<file path="config.mk">
export PLATFORM = sky130hd
export DESIGN_NAME = lsfb_blend
export DESIGN_NICKNAME = d
export VERILOG_FILES = /design/src/rtl/lsfb_pkg.sv /design/src/rtl/lsfb_blend.sv
export VERILOG_INCLUDE_DIRS = /design/src /design/src/rtl
export SDC_FILE = /design/constraint.sdc
export NUM_CORES = 2
export LEC_CHECK = 0
export BUFFER_PORTS_ARGS = -buffer_cell sky130_fd_sc_hd__buf_2
export CAP_MARGIN = 20
export CORE_ASPECT_RATIO = 1.25
export CORE_UTILIZATION = 45
export CTS_CLUSTER_DIAMETER = 50
export CTS_CLUSTER_SIZE = 12
export DETAILED_ROUTE_END_ITERATION = 10
export HOLD_SLACK_MARGIN = 0.12
export SLEW_MARGIN = 20
export SYNTH_ARGS = -nofsm -noshare
export SYNTH_HDL_FRONTEND = slang
export SYNTH_SLANG_ARGS = --single-unit
</file>
<file path="constraint.sdc">
create_clock -name clk_sys -period 32.2 [get_ports clk_sys]
set_clock_uncertainty 0.05 [all_clocks]
set_input_delay 6.44 -clock clk_sys [delete_from_list [all_inputs] [get_ports clk_sys]]
set_output_delay 6.44 -clock clk_sys [all_outputs]
set_load 0.02 [all_outputs]
</file>
<file path="src/rtl/lsfb_params.svh">
// Constants for the load-side feedback blend block
`ifndef LSFB_PARAMS_SVH
`define LSFB_PARAMS_SVH
`define LSFB_FILT_RESET 10'h00a
`define LSFB_FILT_FULL 10'h3e8
`define LSFB_BLEND_SHIFT 10
`define LSFB_SEL_SEMI 2'h0
`define LSFB_SEL_CLOSED 2'h1
`define LSFB_SEL_SWITCH 2'h2
`endif

</file>
<file path="src/rtl/lsfb_pkg.sv">
// Types for the load-side feedback blend block
package lsfb_pkg;
   typedef enum logic [1:0]
   {
      LSFB_SEMI = 2'h0,
      LSFB_DUAL = 2'h1,
      LSFB_FULL = 2'h2
   } lsfb_mode_t;
endpackage

</file>
<file path="src/rtl/lsfb_blend.sv">
// Load-side feedback tracking and dual feedback blend
// Behaviour
// - Count load-side pulses when clock-enabled, the encoder moves and no fault.
// - Clear within-revolution position when home mark or Z-phase passes.
// - Matching polarity: CCW motor raises position, CW lowers it.
// - Mismatched polarity: position moves opposite to motor direction.
// - Motor and load counts advance in gear numerator/denominator ratio.
// - Filter setting defaults to ten after reset.
// - Larger filter setting weights load-side feedback more heavily.
// - Enabled: settings 1 to 999 give dual, 1000 gives fully closed.
// - Switchable mode: command off gives semi, on follows the filter setting as when enabled.
`timescale 1ns/100ps
`include "lsfb_params.svh"
module lsfb_blend #(
   parameter int CW = 32,
   parameter int PW = 24,
   parameter int GW = 16
)(
   input wire logic clk_sys,
   input wire logic reset,
   input wire logic clk_en,
   input wire logic load_step,
   input wire logic load_up,
   input wire logic load_home,
   input wire logic load_fault,
   input wire logic motor_step,
   input wire logic motor_ccw,
   input wire logic polarity_invert,
   input wire logic [1:0] closed_loop_function_select,
   input wire logic closed_cmd,
   input wire logic filt_wr,
   input wire logic [9:0] filt_wdata,
   input wire logic [GW-1:0] closed_loop_gear_numerator,
   input wire logic [GW-1:0] closed_loop_gear_denominator,
   input wire logic [CW-1:0] motor_pos,
   output logic [CW-1:0] load_cum_q,
   output logic [CW-1:0] motor_cum_q,
   output logic [CW-1:0] motor_in_load_q,
   output logic [PW-1:0] load_rev_pos_q,
   output logic [9:0] dual_feedback_filter_setting_q,
   output logic [1:0] mode_q,
   output logic [CW-1:0] blend_pos_q
);
   // ==========================================================
   // Direction and mode decode
   // ==========================================================
   logic load_inc;
   logic [GW:0] gear_acc_q;
   logic [GW:0] gear_acc_d;
   lsfb_pkg::lsfb_mode_t mode_d;
   logic [CW-1:0] blend_d;

   // Polarity setting flips the counting sense of the load encoder
   // direction sense select
   assign load_inc = load_up ^ polarity_invert;

   // Mode from function select, switch command and filter setting
   always_comb
   begin
      mode_d = lsfb_pkg::LSFB_SEMI;
      if ((closed_loop_function_select == `LSFB_SEL_CLOSED) ||
          (closed_loop_function_select == `LSFB_SEL_SWITCH && closed_cmd))
      begin
         if (dual_feedback_filter_setting_q >= `LSFB_FILT_FULL)
            mode_d = lsfb_pkg::LSFB_FULL;
         else if (dual_feedback_filter_setting_q != 10'h000)
            mode_d = lsfb_pkg::LSFB_DUAL;
      end
   end

   // ==========================================================
   // Load-side counters
   // ==========================================================
   // Cumulative load count; a fault freezes it rather than guess
   always_ff @(posedge clk_sys)
   begin
      if (reset)
         load_cum_q <= '0;
      else if (clk_en && load_step && !load_fault)
      begin
         if (load_inc)
            load_cum_q <= load_cum_q + 1'b1;
         else
            load_cum_q <= load_cum_q - 1'b1;
      end
   end

   // Within-revolution position, home mark takes priority
   always_ff @(posedge clk_sys)
   begin
      if (reset)
         load_rev_pos_q <= '0;
      else if (clk_en)
      begin
         if (load_home)
            load_rev_pos_q <= '0;
         else if (load_step && !load_fault)
         begin
            if (load_inc)
               load_rev_pos_q <= load_rev_pos_q + 1'b1;
            else
               load_rev_pos_q <= load_rev_pos_q - 1'b1;
         end
      end
   end

   // ==========================================================
   // Electronic gear: motor pulses scaled into load pulses
   // ==========================================================
   // Bresenham accumulator: each motor pulse adds denominator,
   // each numerator overflow yields one load-equivalent pulse
   always_comb
   begin
      gear_acc_d = gear_acc_q;
      if (motor_step)
         gear_acc_d = gear_acc_q + {1'b0, closed_loop_gear_denominator};
   end

   always_ff @(posedge clk_sys)
   begin
      if (reset)
      begin
         gear_acc_q <= '0;
         motor_cum_q <= '0;
         motor_in_load_q <= '0;
      end
      else if (clk_en && motor_step)
      begin
         if (motor_ccw)
            motor_cum_q <= motor_cum_q + 1'b1;
         else
            motor_cum_q <= motor_cum_q - 1'b1;
         if (gear_acc_d >= {1'b0, closed_loop_gear_numerator})
         begin
            gear_acc_q <= gear_acc_d - {1'b0, closed_loop_gear_numerator};
            if (motor_ccw)
               motor_in_load_q <= motor_in_load_q + 1'b1;
            else
               motor_in_load_q <= motor_in_load_q - 1'b1;
         end
         else
            gear_acc_q <= gear_acc_d;
      end
   end

   // ==========================================================
   // Filter setting and blend
   // ==========================================================
   // Writable filter setting; configurer keeps it under gain/2
   always_ff @(posedge clk_sys)
   begin
      if (reset)
         dual_feedback_filter_setting_q <= `LSFB_FILT_RESET;
      else if (clk_en && filt_wr)
         dual_feedback_filter_setting_q <= filt_wdata;
   end

   // Weighted blend: motor + (load - motor) * setting / 1024
   // Power-of-two divide trades exact 1/1000 for no divider
   always_comb
   begin
      logic [CW+10:0] diff;
      logic [CW-1:0] delta;
      // Sign comes from the difference, not from the load count alone
      delta = load_cum_q - motor_pos;
      diff = '0;
      blend_d = motor_pos;
      case (mode_d)
         lsfb_pkg::LSFB_FULL: blend_d = load_cum_q;
         lsfb_pkg::LSFB_DUAL:
         begin
            diff = $signed({{11{delta[CW-1]}}, delta})
                   * $signed({1'b0, dual_feedback_filter_setting_q});
            blend_d = motor_pos + diff[CW+9:`LSFB_BLEND_SHIFT];
         end
         default: blend_d = motor_pos;
      endcase
   end

   always_ff @(posedge clk_sys)
   begin
      if (reset)
      begin
         mode_q <= 2'h0;
         blend_pos_q <= '0;
      end
      else if (clk_en)
      begin
         mode_q <= mode_d;
         blend_pos_q <= blend_d;
      end
   end

   // ==========================================================
   // Checks
   // ==========================================================
   home_clear_a: assert property (
      @(posedge clk_sys) disable iff (reset)
      clk_en && load_home |=> load_rev_pos_q == '0)
      else $error("position not cleared by home mark");
   load_count_a: assert property (
      @(posedge clk_sys) disable iff (reset)
      clk_en && load_step && !load_fault && load_inc
      |=> load_cum_q == $past(load_cum_q) + 1'b1)
      else $error("load count did not advance");
   fault_hold_a: assert property (
      @(posedge clk_sys) disable iff (reset)
      load_fault |=> load_cum_q == $past(load_cum_q))
      else $error("load count moved during fault");
   enable_freeze_a: assert property (
      @(posedge clk_sys) disable iff (reset)
      !clk_en |=> $stable(load_cum_q) && $stable(load_rev_pos_q))
      else $error("load counts moved while disabled");
   pos_dir_a: assert property (
      @(posedge clk_sys) disable iff (reset)
      clk_en && load_step && !load_fault && !load_home && !load_inc
      |=> load_rev_pos_q == $past(load_rev_pos_q) - 1'b1)
      else $error("position moved the wrong way");
   filt_reset_a: assert property (
      @(posedge clk_sys)
      $past(reset) |-> dual_feedback_filter_setting_q == `LSFB_FILT_RESET)
      else $error("filter default not ten");
   full_mode_a: assert property (
      @(posedge clk_sys) disable iff (reset)
      clk_en && closed_loop_function_select == `LSFB_SEL_CLOSED
      && dual_feedback_filter_setting_q == `LSFB_FILT_FULL
      |=> mode_q == lsfb_pkg::LSFB_FULL)
      else $error("setting 1000 not fully closed");
   dual_mode_a: assert property (
      @(posedge clk_sys) disable iff (reset)
      clk_en && closed_loop_function_select == `LSFB_SEL_CLOSED
      && dual_feedback_filter_setting_q != 10'h000
      && dual_feedback_filter_setting_q < `LSFB_FILT_FULL
      |=> mode_q == lsfb_pkg::LSFB_DUAL)
      else $error("setting below 1000 not dual feedback");
   switch_semi_a: assert property (
      @(posedge clk_sys) disable iff (reset)
      clk_en && closed_loop_function_select == `LSFB_SEL_SWITCH && !closed_cmd
      |=> mode_q == lsfb_pkg::LSFB_SEMI)
      else $error("switch off not semi closed");
   gear_hold_a: assert property (
      @(posedge clk_sys) disable iff (reset)
      !motor_step |=> motor_cum_q == $past(motor_cum_q)
      && motor_in_load_q == $past(motor_in_load_q))
      else $error("gear counts moved without motor step");
endmodule

</file>
==> impl_metrics.csv <==
group,metric,value,unit
timing,hold_viol,0,
placed_design,hpwl,62900,um
die,die_x,224,um
detailed_routing,drcViolationCount,0,
synth,synth_cells,3430,
synth,ys.flop_type,"dfxtp_1",
placed_design,numPortBuffers,251,
placed_design,place_congestion,0.919,
synth,yosys-top-cells-area,"fa_1 20%, ha_1 13%, dfxtp_1 13%",
clock_network,cts-root-buf,"clkbuf_16",
layout,postLayoutCellArea,30300,um2
detailed_routing,wire_per_inst,18.0,um
clock_network,cts_buffers,17,
synth,synth.distinct_cells,91,
clock_network,clkLatencyLatePin,0.50,ns
die,die_area,62500,um2
synth,synthAdderAreaFrac,0.334,
run,drv_cap,0,
layout,fin_nets,4265,
global_routing,antenna_found_initial,6,
global_routing,grt_pass1_vias,24800,
clock_network,cts.sinks,181,
timing,finalSetupTns,0,ns
clock_network,cts_resized,0,
timing,maxSlewHeadroom,0.253,
layout,drive_gt1_frac,0.100,
critical_path,cp.required,32.50,ns
detailed_routing,drtAntennaViolNets,0,
clock_network,clkTransAtPathRegs,0.08,ns
timing,worstMarginPinSlew,1.11,ns
critical_path,cp_data_arrival_time,17.54,ns
timing,setup_viol,0,
synth,synth-simple-area-share,0.191,
timing,fmax,0.0580,GHz
pwr,powerDensity,78.7,nW/um2
critical_path,start_kind,"primary input",
synth,netlist_area,27700,um2
synth,synth-seq-area-share,0.131,
die,initial_core_util,0.456,
timing,report.final.slew_viol_count,0,
synth,synth-seq-cells,181,
timing,rsz0062_at_grt,"no",
critical_path,max_stage_delay,0.77,ns
synth,synth_most_common_cell,"nand2_1",
timing,fin_crit_sh,0.535,
global_routing,grt_overflow,0,
global_routing,grt_usage,0.260,
clock_network,htree_levels,4,
placed_design,dpl_cell_area,29700,um2
min_path,holdCritPathClass,"flop to flop",
global_routing,grt_pass1_wl,129000,um
synth,synth_edf_count,0,
synth,synth-async-reset-ratio,0,
clock_network,cts_tree,"yes",
clock_network,postCtsSetupBuffers,0,
timing,timing.final.ws_setup,14.96,ns
synth,synth_top_family_by_area,"adder cells",
critical_path,crit_fanout,10,
critical_path,cp_slowest_cell,"a21oi_1",
detailed_routing,num_vias,24400,
synth,yosys_warnings,0,
timing,fin_crit,17.24,ns
synth,synth-compound-area-share,0.195,
clock_network,cts_hold_buf,0,
detailed_routing,viasPerCell,5.50,
synth,post_synth.cell_area_avg,8.07,um2
global_routing,grt_start_max_net_pins,78,
die,core,60800,um2
synth,syn_nets,4091,
status,status,"completed",
die,num_rows,101,
synth,synth_xor_xnor_area_share,0.0604,
clock_network,clockBufferDepth,2,
die,ios,252,
synth,synth_common_cells,"408 x nand2_1, 398 x inv_1, 296 x ha_1",
synth,synth.mux.area_fraction,0.0178,
pwr,p_leak,14.7,nW
die,die_h,279,um
synth,yosys.area.top_type_share,0.200,
synth,synth.largest_area_cell,"fa_1",
critical_path,crit_type,"primary input to flop",
layout,area_delta_synth_final,9.47,%
critical_path,cp_common_cell,"fa_1",
pwr,peakVddDrop,0.0000510,V
detailed_routing,drt_wl_total,80100,um
detailed_routing,firstDrtPassIters,5,
timing,worst_hold_slack,0.423,ns
critical_path,worstSetupEndpointType,"flop",
detailed_routing,first_iter_violations,1188,
placed_design,post-place-ws,14.53,ns
-- report_power, final --
group,internal [mW],switching [mW],leakage (nW)
logic,0.795,1.11,13.0
clock network,0.104,0.113,0.278
registers,0.246,0.0211,1.48
total,1.14,1.24,14.7
-- sequential cells by signal (all words and copies together) (netlist names) --
register	count
blend_pos_q	32
motor_cum_q	32
load_rev_pos_q	24
load_cum_q	32
gear_acc_q	17
mode_q	2
motor_in_load_q	32
dual_feedback_filter_setting_q	10
-- final timing paths --
check	from	endpoint	slack, ns	cells past startpoint
worst max-delay path	motor_pos[0]	blend_pos_q[26]	14.96	42
worst min register to register	motor_in_load_q[12]	motor_in_load_q[12]	0.42	2
worst min-delay path	motor_in_load_q[12]	motor_in_load_q[12]	0.42	2
worst max register to register	load_cum_q[0]	blend_pos_q[26]	20.47	42
-- critical path: cells and delay by family --
family                     cells  cell delay [ns]
AOI/OAI and AO/OA             21             5.45
adders and majority gates      9             3.89
and+or+nand+nor                7             1.34
buffers and inverters          4             0.27
xor gates and xnor gates       1             0.13
-- cells in the final DEF (no fill, tap or decap), types with 37 or more instances in the layout --
cell,count
nor3_1,49
nor2_1,186
dfxtp_1,180
nand3_1,64
xnor2_1,149
fa_1,277
and2_1,145
a211oi_1,42
o21ai_0,103
o21a_1,37
a21o_1,88
nor2b_1,45
ha_1,295
xor2_1,42
buf_2,250
a21oi_1,290
inv_1,395
and3_1,38
nand2_1,408
-- cell families (layout without fill, tap and decap cells) --
family | after synthesis | in the layout
multiplexers | 47 | 47
AO/OA/AOI/OAI | 830 | 830
XOR/XNOR | 191 | 191
flip-flops | 181 | 181
AND/OR/NAND/NOR | 1087 | 1087
buffers and inverters | 521 | 708
other | 0 | 3
adder cells (fa/ha/maj) | 573 | 573
-- final cells by class --
cell class | count | area, um2
well taps | 824 | 1030
clock inverters | 14 | 155
inverters | 398 | 1490
diodes | 3 | 7.51
fillers | 6094 | 30500
repair buffers | 278 | 1470
flip-flops and latches | 181 | 3620
clock buffers | 18 | 429
multi-input cells | 2728 | 22100
-- layer usage --
metal,wire length (um),part of all wire,vias up,GRT usage
met3,5080,0.063,119,0.0647
met2,39400,0.49,544,0.452
li1,-,-,12100,-
met1,33000,0.41,11700,0.308
met4,2670,0.033,4,0.0959
met5,18,0.00022,-,0
-- stage by stage --
stage | power [mW] | instances | utilization
global route | 2.63 | 4444 | 0.499
global placement | 2.16 | 4409 | 0.489
detailed placement | 2.15 | 4409 | 0.489
finish | 2.39 | 4444 | 0.499
CTS | 2.39 | 4441 | 0.499
floorplan | 1.72 | 3430 | -
Power figures use the tool's default switching activity.
